==> src/core/bsc_defines.svh <==
// Function
// - Handle only opcodes whose high digit is zero
// - Unconditional branch loads address, fetches target word
// - Unconditional branch: parcel zero, depth and position 7
// - X tests from long add, B tests increment
// - AND test results with decoded opcode
// - In stack needs displacement magnitude at most 7
// - Target word must be inside physical stack
// - Depth zero full, 7 empty, decrement per word
// - Depth holds complement of current routine word count
// - Backward in-stack branch needs depth zero
// - Forward in-stack branch ignores depth
// - Not met: proceed only, position and parcel kept
// - In stack: clear parcel, new position, address, proceed
// - Out of stack: address, fetch, stack controls reset
// - Return jump stores jump opcode plus return address
// - Return jump ordered save, write, increment, fetch, await
// - Indexed jump targets index register plus constant
// - Indexed jump always out of stack, await acceptance
// - X opcodes 030 to 036 decode fixed tests
// - Opcode 037 jumps on indefinite operand
// - Opcodes 04 to 07 compare two B registers
// - Outcome and stack test select one path
`ifndef BSC_DEFINES_SVH
`define BSC_DEFINES_SVH

// Opcode field values of the branch class
`define BSC_CLASS_DIGIT       3'h0
`define BSC_OP_RETURN_JUMP    6'h01
`define BSC_OP_INDEXED_JUMP   6'h02
`define BSC_OP_X_TEST         6'h03
`define BSC_OP_B_EQUAL        6'h04
`define BSC_OP_B_NOT_EQUAL    6'h05
`define BSC_OP_B_GREATER_EQ   6'h06
`define BSC_OP_B_LESS         6'h07

// Sub-codes of the X test group (i digit)
`define BSC_X_ZERO            3'h0
`define BSC_X_NONZERO         3'h1
`define BSC_X_POSITIVE        3'h2
`define BSC_X_NEGATIVE        3'h3
`define BSC_X_IN_RANGE        3'h4
`define BSC_X_OUT_RANGE       3'h5
`define BSC_X_DEFINITE        3'h6
`define BSC_X_INDEFINITE      3'h7

// Stack control values
`define BSC_STACK_INPUT_POS   3'h7
`define BSC_DEPTH_EMPTY       3'h7
`define BSC_DEPTH_FULL        3'h0
`define BSC_PARCEL_ZERO       2'h0
`define BSC_STACK_REACH       18'h00007
`define BSC_INDEX_NONE        3'h0

// Memory request tags and stored jump word
`define BSC_TAG_STORE         4'h0
`define BSC_TAG_NEXT_INSTRUCTION_FETCH 4'h8
`define BSC_JUMP_OPCODE_WORD  12'h100
`define BSC_LOWER_HALF_ZERO   30'h00000000

// Register port offsets
`define BSC_REG_CTRL          4'h0
`define BSC_REG_STATUS        4'h4
`define BSC_REG_PADDR         4'h8
`define BSC_REG_TARGET        4'hC
`define BSC_CTRL_FORCE_OUT    0

`endif

==> src/core/bsc_pkg.sv <==
package bsc_pkg;

  // Sequencer states of the branch unit
  typedef enum logic [2:0] {
    BSC_IDLE,
    BSC_WAIT_TEST,
    BSC_RETURN_STORE,
    BSC_WAIT_ACCEPT
  } bsc_state_t;

endpackage

==> src/core/bsc_branch_sequence_control.sv <==
`timescale 1ns/100ps
`include "bsc_defines.svh"

module bsc_branch_sequence_control (
  input  wire logic        clk_sys,
  input  wire logic        srst,
  input  wire logic        issue_valid,
  input  wire logic [5:0]  opcode_field,
  input  wire logic [2:0]  i_field,
  input  wire logic [17:0] k_constant,
  input  wire logic [17:0] index_operand_register,
  input  wire logic        parcel_advance,
  input  wire logic        stack_input_word_valid,
  input  wire logic        aux_release,
  input  wire logic        x_test_nonzero,
  input  wire logic        x_test_negative,
  input  wire logic        x_test_out_range,
  input  wire logic        x_test_indefinite,
  input  wire logic        b_test_equal,
  input  wire logic        b_test_negative,
  input  wire logic        mem_accept,
  input  wire logic [3:0]  reg_addr,
  input  wire logic [31:0] reg_wdata,
  input  wire logic        reg_wr,
  input  wire logic        reg_rd,
  output logic             issue_hold,
  output logic             proceed,
  output logic [17:0]      program_address,
  output logic [2:0]       stack_position,
  output logic [2:0]       depth,
  output logic [1:0]       parcel_counter,
  output logic             mem_req,
  output logic             mem_write,
  output logic [17:0]      mem_addr,
  output logic [3:0]       mem_tag,
  output logic [59:0]      mem_wdata,
  output logic [31:0]      reg_rdata
);

  bsc_pkg::bsc_state_t state_reg;
  bsc_pkg::bsc_state_t state_next;
  logic [17:0] prog_addr_reg;
  logic [17:0] prog_addr_next;
  logic [17:0] save_reg;
  logic [17:0] save_next;
  logic [17:0] target_reg;
  logic [17:0] target_next;
  logic [2:0]  depth_reg;
  logic [2:0]  depth_next;
  logic [2:0]  stack_pos_reg;
  logic [2:0]  stack_pos_next;
  logic [1:0]  parcel_reg;
  logic [1:0]  parcel_next;
  logic        hold_reg;
  logic        hold_next;
  logic        proceed_reg;
  logic        proceed_next;
  logic        mem_req_reg;
  logic        mem_req_next;
  logic        mem_write_reg;
  logic        mem_write_next;
  logic [17:0] mem_addr_reg;
  logic [17:0] mem_addr_next;
  logic [3:0]  mem_tag_reg;
  logic [3:0]  mem_tag_next;
  logic [59:0] mem_wdata_reg;
  logic [59:0] mem_wdata_next;
  logic [5:0]  op_reg;
  logic [5:0]  op_next;
  logic [2:0]  sub_reg;
  logic [2:0]  sub_next;
  logic        force_out_reg;
  logic [31:0] rdata_reg;

  // Condition decode; test sources differ by opcode group
  function automatic logic bsc_cond_met(
    input logic [5:0] op,
    input logic [2:0] sub,
    input logic       xnz,
    input logic       xneg,
    input logic       xoor,
    input logic       xind,
    input logic       beq,
    input logic       bneg
  );
    logic met;
    met = 1'b0;
    case (op)
      `BSC_OP_X_TEST: begin
        case (sub)
          `BSC_X_ZERO:       met = ~xnz;
          `BSC_X_NONZERO:    met = xnz;
          `BSC_X_POSITIVE:   met = ~xneg;
          `BSC_X_NEGATIVE:   met = xneg;
          `BSC_X_IN_RANGE:   met = ~xoor;
          `BSC_X_OUT_RANGE:  met = xoor;
          `BSC_X_DEFINITE:   met = ~xind;
          default:           met = xind;
        endcase
      end
      `BSC_OP_B_EQUAL:      met = beq;
      `BSC_OP_B_NOT_EQUAL:  met = ~beq;
      `BSC_OP_B_GREATER_EQ: met = ~bneg;
      `BSC_OP_B_LESS:       met = bneg;
      default:              met = 1'b0;
    endcase
    return met;
  endfunction

  // Opcode class decode on the issued instruction
  wire        op_is_branch = (opcode_field[5:3] == `BSC_CLASS_DIGIT);
  wire        op_is_return = (opcode_field == `BSC_OP_RETURN_JUMP);
  wire        op_is_indexed = (opcode_field == `BSC_OP_INDEXED_JUMP);
  wire        op_is_cond = (opcode_field >= `BSC_OP_X_TEST);
  wire        op_accept = issue_valid && op_is_branch
                          && (op_is_return || op_is_indexed || op_is_cond);

  // Indexed target: constant alone when no index register
  wire [17:0] indexed_target = (i_field == `BSC_INDEX_NONE) ? k_constant
                               : (index_operand_register + k_constant);

  // Stack reach test on the held target
  wire [17:0] disp = target_reg - prog_addr_reg;
  wire        backward = disp[17];
  wire [17:0] disp_mag = backward ? (~disp + 18'h00001) : disp;
  wire        mag_ok = (disp_mag <= `BSC_STACK_REACH);
  wire [2:0]  disp_step = disp_mag[2:0];
  // Position holds complement of word number, so room forward is ~L
  wire        reach_ok = backward ? (disp_step <= stack_pos_reg)
                         : (disp_step <= ~stack_pos_reg);
  // Backward target must belong to this routine; forward needs no check
  wire        depth_ok = backward ? (depth_reg == `BSC_DEPTH_FULL)
                         : 1'b1;
  wire        in_stack = mag_ok && reach_ok && depth_ok && ~force_out_reg;
  wire [2:0]  new_pos = backward ? (stack_pos_reg - disp_step)
                        : (stack_pos_reg + disp_step);

  // Single condition outcome from the returned tests
  wire        cond_met = bsc_cond_met(op_reg, sub_reg, x_test_nonzero,
                                      x_test_negative, x_test_out_range,
                                      x_test_indefinite, b_test_equal,
                                      b_test_negative);

  // Register port decode
  wire        wr_ctrl = reg_wr && (reg_addr == `BSC_REG_CTRL);
  wire        wr_paddr = reg_wr && (reg_addr == `BSC_REG_PADDR);
  wire [31:0] status_word = {21'h000000, (state_reg != bsc_pkg::BSC_IDLE),
                             hold_reg, mem_req_reg, depth_reg,
                             stack_pos_reg, parcel_reg};
  wire [31:0] read_sel;
  assign read_sel = (reg_addr == `BSC_REG_CTRL)   ? {31'h00000000, force_out_reg}
                  : (reg_addr == `BSC_REG_STATUS) ? status_word
                  : (reg_addr == `BSC_REG_PADDR)  ? {14'h0000, prog_addr_reg}
                  : (reg_addr == `BSC_REG_TARGET) ? {14'h0000, target_reg}
                  : 32'h00000000;

  // Sequencer and stack control next values
  always_comb begin
    state_next     = state_reg;
    prog_addr_next = prog_addr_reg;
    save_next      = save_reg;
    target_next    = target_reg;
    stack_pos_next = stack_pos_reg;
    hold_next      = hold_reg;
    proceed_next   = 1'b0;
    mem_req_next   = mem_req_reg;
    mem_write_next = mem_write_reg;
    mem_addr_next  = mem_addr_reg;
    mem_tag_next   = mem_tag_reg;
    mem_wdata_next = mem_wdata_reg;
    op_next        = op_reg;
    sub_next       = sub_reg;
    // Words entering the stack raise the routine count
    depth_next = (stack_input_word_valid && (depth_reg != `BSC_DEPTH_FULL))
                 ? (depth_reg - 3'h1) : depth_reg;
    parcel_next = parcel_advance ? (parcel_reg + 2'h1) : parcel_reg;
    case (state_reg)
      bsc_pkg::BSC_IDLE: begin
        if (op_accept) begin
          hold_next = 1'b1;
          op_next   = opcode_field;
          sub_next  = i_field;
          if (op_is_return) begin
            // Save return address, then store jump word at target
            save_next      = prog_addr_reg;
            prog_addr_next = k_constant;
            target_next    = k_constant;
            mem_req_next   = 1'b1;
            mem_write_next = 1'b1;
            mem_addr_next  = k_constant;
            mem_tag_next   = `BSC_TAG_STORE;
            mem_wdata_next = {`BSC_JUMP_OPCODE_WORD, prog_addr_reg,
                              `BSC_LOWER_HALF_ZERO};
            state_next     = bsc_pkg::BSC_RETURN_STORE;
          end else if (op_is_indexed) begin
            // Always leaves the stack
            prog_addr_next = indexed_target;
            target_next    = indexed_target;
            mem_req_next   = 1'b1;
            mem_write_next = 1'b0;
            mem_addr_next  = indexed_target;
            mem_tag_next   = `BSC_TAG_NEXT_INSTRUCTION_FETCH;
            stack_pos_next = `BSC_STACK_INPUT_POS;
            depth_next     = `BSC_DEPTH_EMPTY;
            parcel_next    = `BSC_PARCEL_ZERO;
            state_next     = bsc_pkg::BSC_WAIT_ACCEPT;
          end else begin
            target_next = k_constant;
            state_next  = bsc_pkg::BSC_WAIT_TEST;
          end
        end else if (wr_paddr) begin
          prog_addr_next = reg_wdata[17:0];
        end
      end
      bsc_pkg::BSC_WAIT_TEST: begin
        if (aux_release) begin
          if (!cond_met) begin
            // No branch: position and advanced parcel stay
            proceed_next = 1'b1;
            hold_next    = 1'b0;
            state_next   = bsc_pkg::BSC_IDLE;
          end else if (in_stack) begin
            parcel_next    = `BSC_PARCEL_ZERO;
            stack_pos_next = new_pos;
            prog_addr_next = target_reg;
            proceed_next   = 1'b1;
            hold_next      = 1'b0;
            state_next     = bsc_pkg::BSC_IDLE;
          end else begin
            prog_addr_next = target_reg;
            mem_req_next   = 1'b1;
            mem_write_next = 1'b0;
            mem_addr_next  = target_reg;
            mem_tag_next   = `BSC_TAG_NEXT_INSTRUCTION_FETCH;
            stack_pos_next = `BSC_STACK_INPUT_POS;
            depth_next     = `BSC_DEPTH_EMPTY;
            parcel_next    = `BSC_PARCEL_ZERO;
            state_next     = bsc_pkg::BSC_WAIT_ACCEPT;
          end
        end
      end
      bsc_pkg::BSC_RETURN_STORE: begin
        if (mem_accept) begin
          // Store taken; fetch continues at target plus one
          prog_addr_next = prog_addr_reg + 18'h00001;
          mem_write_next = 1'b0;
          mem_addr_next  = prog_addr_reg + 18'h00001;
          mem_tag_next   = `BSC_TAG_NEXT_INSTRUCTION_FETCH;
          stack_pos_next = `BSC_STACK_INPUT_POS;
          depth_next     = `BSC_DEPTH_EMPTY;
          parcel_next    = `BSC_PARCEL_ZERO;
          state_next     = bsc_pkg::BSC_WAIT_ACCEPT;
        end
      end
      bsc_pkg::BSC_WAIT_ACCEPT: begin
        // Issue resumes only once the fetch address is accepted
        if (mem_accept) begin
          mem_req_next = 1'b0;
          proceed_next = 1'b1;
          hold_next    = 1'b0;
          state_next   = bsc_pkg::BSC_IDLE;
        end
      end
      default: begin
        state_next = bsc_pkg::BSC_IDLE;
      end
    endcase
  end

  // Sequencer state and operand capture
  always_ff @(posedge clk_sys) begin
    if (srst) begin
      state_reg <= bsc_pkg::BSC_IDLE;
      op_reg    <= 6'h00;
      sub_reg   <= 3'h0;
    end else begin
      state_reg <= state_next;
      op_reg    <= op_next;
      sub_reg   <= sub_next;
    end
  end

  // Program address, save and target registers
  always_ff @(posedge clk_sys) begin
    if (srst) begin
      prog_addr_reg <= 18'h00000;
      save_reg      <= 18'h00000;
      target_reg    <= 18'h00000;
    end else begin
      prog_addr_reg <= prog_addr_next;
      save_reg      <= save_next;
      target_reg    <= target_next;
    end
  end

  // Stack controls start empty, pointing at the input word
  always_ff @(posedge clk_sys) begin
    if (srst) begin
      depth_reg     <= `BSC_DEPTH_EMPTY;
      stack_pos_reg <= `BSC_STACK_INPUT_POS;
      parcel_reg    <= `BSC_PARCEL_ZERO;
    end else begin
      depth_reg     <= depth_next;
      stack_pos_reg <= stack_pos_next;
      parcel_reg    <= parcel_next;
    end
  end

  // Issue handshake
  always_ff @(posedge clk_sys) begin
    if (srst) begin
      hold_reg    <= 1'b0;
      proceed_reg <= 1'b0;
    end else begin
      hold_reg    <= hold_next;
      proceed_reg <= proceed_next;
    end
  end

  // Memory request held until accepted
  always_ff @(posedge clk_sys) begin
    if (srst) begin
      mem_req_reg   <= 1'b0;
      mem_write_reg <= 1'b0;
      mem_addr_reg  <= 18'h00000;
      mem_tag_reg   <= `BSC_TAG_STORE;
      mem_wdata_reg <= 60'h000000000000000;
    end else begin
      mem_req_reg   <= mem_req_next;
      mem_write_reg <= mem_write_next;
      mem_addr_reg  <= mem_addr_next;
      mem_tag_reg   <= mem_tag_next;
      mem_wdata_reg <= mem_wdata_next;
    end
  end

  // Control bit and read data; data only in the cycle after the strobe
  always_ff @(posedge clk_sys) begin
    if (srst) begin
      force_out_reg <= 1'b0;
      rdata_reg     <= 32'h00000000;
    end else begin
      if (wr_ctrl) begin
        force_out_reg <= reg_wdata[`BSC_CTRL_FORCE_OUT];
      end
      rdata_reg <= reg_rd ? read_sel : 32'h00000000;
    end
  end

  assign issue_hold      = hold_reg;
  assign proceed         = proceed_reg;
  assign program_address = prog_addr_reg;
  assign stack_position  = stack_pos_reg;
  assign depth           = depth_reg;
  assign parcel_counter  = parcel_reg;
  assign mem_req         = mem_req_reg;
  assign mem_write       = mem_write_reg;
  assign mem_addr        = mem_addr_reg;
  assign mem_tag         = mem_tag_reg;
  assign mem_wdata       = mem_wdata_reg;
  assign reg_rdata       = rdata_reg;

endmodule

==> config.mk <==
export PLATFORM = sky130hd
export DESIGN_NAME = bsc_branch_sequence_control
export DESIGN_NICKNAME = d
export VERILOG_FILES = /design/src/core/bsc_pkg.sv /design/src/core/bsc_branch_sequence_control.sv
export VERILOG_INCLUDE_DIRS = /design/src /design/src/core
export SDC_FILE = /design/constraint.sdc
export NUM_CORES = 1
export LEC_CHECK = 0
export ABC_AREA = 1
export BUFFER_PORTS_ARGS = -buffer_cell sky130_fd_sc_hd__buf_2
export CORE_ASPECT_RATIO = 1.1
export CORE_MARGIN = 2
export CORE_UTILIZATION = 55
export DETAILED_ROUTE_END_ITERATION = 6
export GPL_ROUTABILITY_DRIVEN = 0
export MAX_ROUTING_LAYER = met4
export PLACE_DENSITY = 0.9
export SLEW_MARGIN = 20
export SYNTH_ARGS = -nofsm -noshare
export SYNTH_HDL_FRONTEND = slang
export SYNTH_SLANG_ARGS = --single-unit
==> constraint.sdc <==
create_clock -name clk_sys -period 5.3 [get_ports clk_sys]
set_input_delay 0.795 -clock clk_sys [delete_from_list [all_inputs] [get_ports clk_sys]]
set_output_delay 0.795 -clock clk_sys [all_outputs]
set_load 0.05 [all_outputs]
### Word level (Yosys, flattened, before mapping)

Cells that the tools add are included.

| storage, ports and cells | value |
|---|---|
| output and inout port bits | 144 |
| flip-flop bits (word level) | 134 |
| word-level logic and storage cells | 198 |
| bits of input ports | 96 |

| cells by class | value |
|---|---|
| reductions and logical operators | 32 |
| equal/unequal tests | 31 |
| bitwise logic cells | 10 |
| multiplexer cells | 93 |
| order comparisons | 4 |
| add/sub/neg operators | 8 |

Operators with widths:

| operator | count |
|---|---|
| 2-to-1 mux 18 bit | 17 |
| case mux 18 bit (3 select lines) | 2 |
| 2-to-1 mux 3 bit | 20 |
| adder 18 x 1 -> 18 bit (second input constant) | 2 |
| 2-to-1 mux 4 bit | 7 |
| equality test 6 x 3 -> 1 bit (second input constant) | 4 |
| 2-to-1 mux 1 bit | 24 |
| 2-to-1 mux 2 bit | 11 |
| AND reduction 7 bit | 3 |
| adder 18 bit | 1 |
| less-or-equal comparator 18 x 3 -> 1 bit (second input constant) | 1 |
| inverter 18 bit | 1 |
| case mux 3 bit (3 select lines) | 2 |
| subtractor 18 bit | 1 |
| != test 2 bit (second input constant) | 8 |
| zero test 3 bit | 5 |
| equality test 3 x 2 -> 1 bit (second input constant) | 4 |
| equality test 6 x 2 -> 1 bit (second input constant) | 2 |
| case mux 3 bit (4 select lines) | 1 |
| case mux 4 bit (3 select lines) | 1 |
| nonzero test 3 bit | 4 |
| 2-to-1 mux 11 bit | 1 |
| equality test 3 bit (second input constant) | 3 |
| != test 3 bit (second input constant) | 3 |
| 30 further kinds | 50 |

### Logic depth before layout (Yosys ltp)

| logic depth | value |
|---|---|
| word-level depth | 13 |
| mapped depth | 34 |
| mapped depth without buffers | 33 |

### Least setup slack after synthesis

OpenSTA, ideal clock, no wires.

| path | value |
|---|---|
| kind | flip-flop to flip-flop |
| start point | register prog_addr_reg[2] (netlist: program_address[2]) |
| end point | register mem_addr_reg[10] (netlist: mem_addr[10]) |
| stages on the path, launching flop included | 32 |
| data required time | 5233 ps |
| path buffers | 2 |
| clock period less this slack | 4271 ps |
| path slack | 1029 ps |
| arrival time | 4204 ps |
| library setup time | 67 ps |
| cell sequence | dfxtp_1 -> inv_1 -> ha_1 -> nand2_1 -> nand2_1 -> nand2_1 -> nand2_1 -> nand2_1 -> nand3_1 -> nand2_1 -> nand2_1 -> nand2_1 -> nand2_4 -> buf_4 -> o21ai_0 -> ha_1 -> nor2_1 -> nor2_1 -> nor2_1 -> o21bai_1 -> nor2_1 -> nand2_1 -> nand2_1 -> nand3_1 -> nor2_1 -> nand4_1 -> nor2_1 -> nand3_4 -> nand3_4 -> buf_8 -> nand2_1 -> a21oi_2 |

| on the way | value |
|---|---|
| longest elaborated chain between the ends | 11 |
| elaborated cells on any way between the ends | 17 |
| those cells by class | add/sub (3); order compare (3); eq/ne (1); mux (5); bitwise (1); reduce/logical (4) |

RTL lines:

| what | line | source |
|---|---|---|
| from (decl) | bsc_branch_sequence_control.sv:42 | `logic [17:0] prog_addr_reg;` |
| from (signal assigned) | bsc_branch_sequence_control.sv:290 | `prog_addr_reg <= prog_addr_next;` |
| parallel branches: the longest is 11 deep, another holds subtractor 18 bit | n/a |  |
| to (signal assigned) | bsc_branch_sequence_control.sv:331 | `mem_addr_reg <= mem_addr_next;` |
| to (decl) | bsc_branch_sequence_control.sv:62 | `logic [17:0] mem_addr_reg;` |

Several ways; the timed one is not identified. The select of a mux whose other input is x is not followed.
A chain may end at the register's enable or synchronous reset.

### Worst setup path in the final report

| path | value |
|---|---|
| start point | register prog_addr_reg[4] (netlist: program_address[4]) |
| end point | register mem_addr_reg[10] (netlist: mem_addr[10]) |

| on the way | value |
|---|---|
| longest elaborated chain between the ends | 10 |
| elaborated cells on any way between the ends | 17 |
| those cells by class | add/sub (3); order compare (3); eq/ne (1); mux (5); bitwise (1); reduce/logical (4) |

RTL lines:

| what | line | source |
|---|---|---|
| subtractor 18 bit | bsc_branch_sequence_control.sv:123 | `wire [17:0] disp = target_reg - prog_addr_reg;` |
| inverter 18 bit | bsc_branch_sequence_control.sv:125 | `wire [17:0] disp_mag = backward ? (~disp + 18'h00001) : disp;` |
| adder 18 x 1 -> 18 bit | bsc_branch_sequence_control.sv:125 |  |
| 2-to-1 mux 18 bit | bsc_branch_sequence_control.sv:125 |  |
| less-or-equal comparator 18 x 3 -> 1 bit (no source line) | n/a |  |
| logical AND 1 bit (3 in a row) | bsc_branch_sequence_control.sv:134 | `wire in_stack = mag_ok && reach_ok && depth_ok && ~force_out_reg;` |
| != test 2 bit (no source line) | n/a |  |
| AND reduction 7 bit (no source line) | n/a |  |

Several ways; a longest one is shown, not always the timed one. The select of a mux whose other input is x is not followed.

==> flow_summary.toml <==
[status]
status = "finished, final reports clean"

[worst_setup_path]
r2r_start = "program_address[4]"
rrSetupSlack_ns = 0.35
ff2ff_path_depth = 28
r2r-end = "mem_addr[10]"
cp.arrival_ns = 5.31
critPathMaxStageDelay_ns = 0.44
worstSetupEndpointType = "register"
cp_max_fo = 26
startpoint_type = "register"
criticalPathCategory = "register to register"
cpMaxStageDelayCell = "dfxtp_1"
crit_top_cell = "nand2_1"
worst_ep_required_time_ns = 5.66

[pwr]
switching_power_mw = 2.10
sequentialPowerShare_pct = 23.2
p_leak_nw = 5.38
internal_power_mw = 2.21
pwr-share-comb_pct = 50.3
power.ir.vdd_worst_uv = 277
powerDensity_nw_per_um2 = 397
clkPwrFrac_pct = 26.5
netSwitchingFraction_pct = 48.7

[global_route]
grt_max_degree = 56
grt_pass1_wl_um = 48400
grt_usage_pct = 34.3
grt_pass1_vias = 9932
antenna_found_initial = 1
overflow = 0

[timing]
setup_violations = 0
relSlewSlack_pct = 39.1
timing.hold.ws_ns = 0.453
fmax_mhz = 202
period_needed_ns = 4.95
worst_slack_ns = 0.352
tightest_slew_ns = 0.912
slew_violations = 0
fin_skew_ns = 0.0147
final_hold_viol_count = 0
layout_worst_path_cycle_share_pct = 93.4

[floorplanning]
die_w_um = 129
start_util_pct = 55.9
placementRows = 50
die_y_um = 142
die_area_um2 = 18300
core_area_um2 = 17000
io_pins = 240

[synth]
synthArstFlopShare_pct = 0
syn_area_per_cell_um2 = 6.19
yosysSeqAreaShare_pct = 24.5
ys_ff_latch = 116
synth_area_um2 = 9480
ys.flop_type = "dfxtp_1"
netlist_instances = 1532
synth_edf_count = 0
ys_types = 49
yosysWarnings = 0

[placed_design]
portBuffers = 167
post-dp-hpwl_um = 23700
place_inst = 1892
place_ws_ns = 0.489
place_area_um2 = 10200

[hold_path]
whs_path_depth = 2
hp-class = "register to register"
holdCritStartpoint = "op_reg[4]"
holdPathEnd = "op_reg[4]"

[layout]
nets = 1827
largest_reg_flops = 19
instances_no_fill = 1926
layout-drive-gt1-share_pct = 14.7
multi_input_area_um2 = 5960
regArea_um2 = 2320
syn2layout_area_growth_pct = 14.6
design_area_um2 = 10900
fillers = 1482

[cts]
clk_pin_slew_ns = 0.07
tritoncts = "done"
postCtsSetupRepairBufs = 0
htreeDepth = 4
clock-root-buffer = "clkbuf_16"
hold_buffers = 0
clock_latency_ns = 0.43
cts_sinks = 116
cts_buffers = 17
cts_resized = 0
clockBufferDepth = 2

[route]
via_count = 11100
first_iter_violations = 1397
drt-vias-per-instance = 5.78
wire_per_inst_um = 16.2
drtPass1Iterations = 6
drc = 0
drt_wl_total_um = 31300
ant_nets = 0

[flow_run]
maxCapViolCount = 0
==> layout by cell type (no fill, tap or decap), types with 3 or more instances in the layout <==
master,count
o31ai_1,8
nor3_2,3
o211ai_1,20
o21ai_0,154
ha_1,48
nand3_1,80
inv_1,200
buf_2,167
a21oi_1,131
clkbuf_16,17
nand2_2,10
clkinv_1,7
nand4_1,28
nor2_4,4
o21bai_1,4
nor2_1,110
xor2_1,12
buf_4,12
xnor2_1,6
o221ai_1,3
mux2i_1,3
inv_6,9
dfxtp_1,116
a31oi_1,15
nor3_1,15
conb_1,58
fa_1,4
a221oi_1,4
nand2_1,380
o22ai_1,23
nand3_4,3
o21ai_1,3
or2_2,8
==> cell usage after synthesis (2+ instances only) <==
| library cell | instances | area share (%) |
|---|---|---|
| nor2_4 | 3 | 0.36 |
| a31oi_1 | 15 | 0.99 |
| o211ai_1 | 20 | 1.6 |
| nand3_4 | 2 | 0.37 |
| nor2_1 | 112 | 4.4 |
| buf_6 | 2 | 0.24 |
| inv_1 | 200 | 7.9 |
| clkbuf_1 | 45 | 1.8 |
| o21ai_1 | 2 | 0.11 |
| or2_2 | 8 | 0.53 |
| o21ai_0 | 155 | 8.2 |
| nand3_1 | 80 | 4.2 |
| nand2_1 | 380 | 15 |
| a21boi_0 | 2 | 0.16 |
| nand3b_1 | 2 | 0.16 |
| o221ai_1 | 3 | 0.28 |
| o21bai_1 | 4 | 0.32 |
| a21oi_1 | 131 | 6.9 |
| o31ai_1 | 8 | 0.63 |
| mux2i_1 | 3 | 0.32 |
| nand3_2 | 2 | 0.21 |
| nand2_2 | 10 | 0.66 |
| xor2_1 | 12 | 1.1 |
| nor3_2 | 3 | 0.32 |
| xnor2_1 | 6 | 0.55 |
| a21o_1 | 2 | 0.16 |
| a221oi_1 | 4 | 0.37 |
| fa_1 | 4 | 0.84 |
| nand4_1 | 28 | 1.8 |
| buf_4 | 59 | 4.7 |
| clkinv_1 | 7 | 0.28 |
| ha_1 | 49 | 6.5 |
| buf_2 | 2 | 0.11 |
| nor3_1 | 15 | 0.79 |
| o22ai_1 | 23 | 1.5 |
| dfxtp_1 | 116 | 25 |
==> kinds of logic (layout without fill, tap and decap cells) <==
kind of cell | after synthesis | count (layout) | share of synthesized area (%)
fa+ha+maj | 53 | 53 | 7.31
compound gates | 373 | 373 | 21.6
other cells | 1 | 59 | 0.0396
xor+xnor | 18 | 18 | 1.66
mux | 3 | 3 | 0.317
flops | 116 | 116 | 24.5
buf+inv | 318 | 419 | 15.2
simple gates | 650 | 651 | 29.3
==> worst max path at each step <==
stage	depth (start not counted)	slack, ns	end	start
6_report	28	0.35	mem_addr[10]	program_address[4]
5_1_grt	27	-0.002	mem_addr[10]	program_address[6]
4_1_cts	29	0.45	mem_addr[10]	program_address[2]
3_5_place_dp	29	0.49	mem_addr[10]	program_address[2]
3_3_place_gp	29	0.70	mem_addr[10]	program_address[4]
2_1_floorplan	31	1.03	mem_addr[10]	program_address[2]
==> per-stage QoR <==
stage / total power [mW] / utilization, % / setup TNS, ns
floorplan: 2.67 / - / 0
global placement: 3.03 / 60.5 / 0
detailed placement: 3.10 / 60.5 / 0
CTS: 4.23 / 63.9 / 0
global route: 4.59 / 64.1 / -0.00173
finish: 4.31 / 64.1 / 0
==> worst max-delay path: cells and delay by family, from the launching register on <==
kind	cells	cell delay (ns)
flops	1	0.44
simple gates	18	2.48
compound gates	4	0.51
xor+xnor	1	0.27
buf+inv	3	0.39
fa+ha+maj	2	0.77
==> cell type report <==
| class | count | share of cell area [%] |
|---|---|---|
| Antenna cell | 1 | 0.0230 |
| Clock buffer | 17 | 3.92 |
| Clock inverter | 15 | 1.43 |
| Inverter | 208 | 7.19 |
| Multi-Input combinational cell | 1156 | 54.8 |
| Sequential cell | 116 | 21.4 |
| Tap cell | 234 | 2.70 |
| Timing Repair Buffer | 179 | 8.53 |
==> power groups by stage <==
stage | Combinational [mW] | Sequential [mW] | Clock [mW]
detailed placement | 2.09 | 1.01 | 0
CTS | 2.10 | 0.994 | 1.13
floorplan | 1.51 | 1.16 | 0
global route | 2.41 | 1.00 | 1.18
finish | 2.17 | 1.00 | 1.14
global placement | 2.02 | 1.01 | 0
==> layer usage <==
| layer | global-route usage [%] | routed length [um] |
|---|---|---|
| met1 | 39.3 | 11400 |
| met2 | 53.9 | 14300 |
| met4 | 23.0 | 2180 |
| met5 | - | 0 |
| met3 | 7.28 | 3470 |
Power figures use the tool's default switching activity.
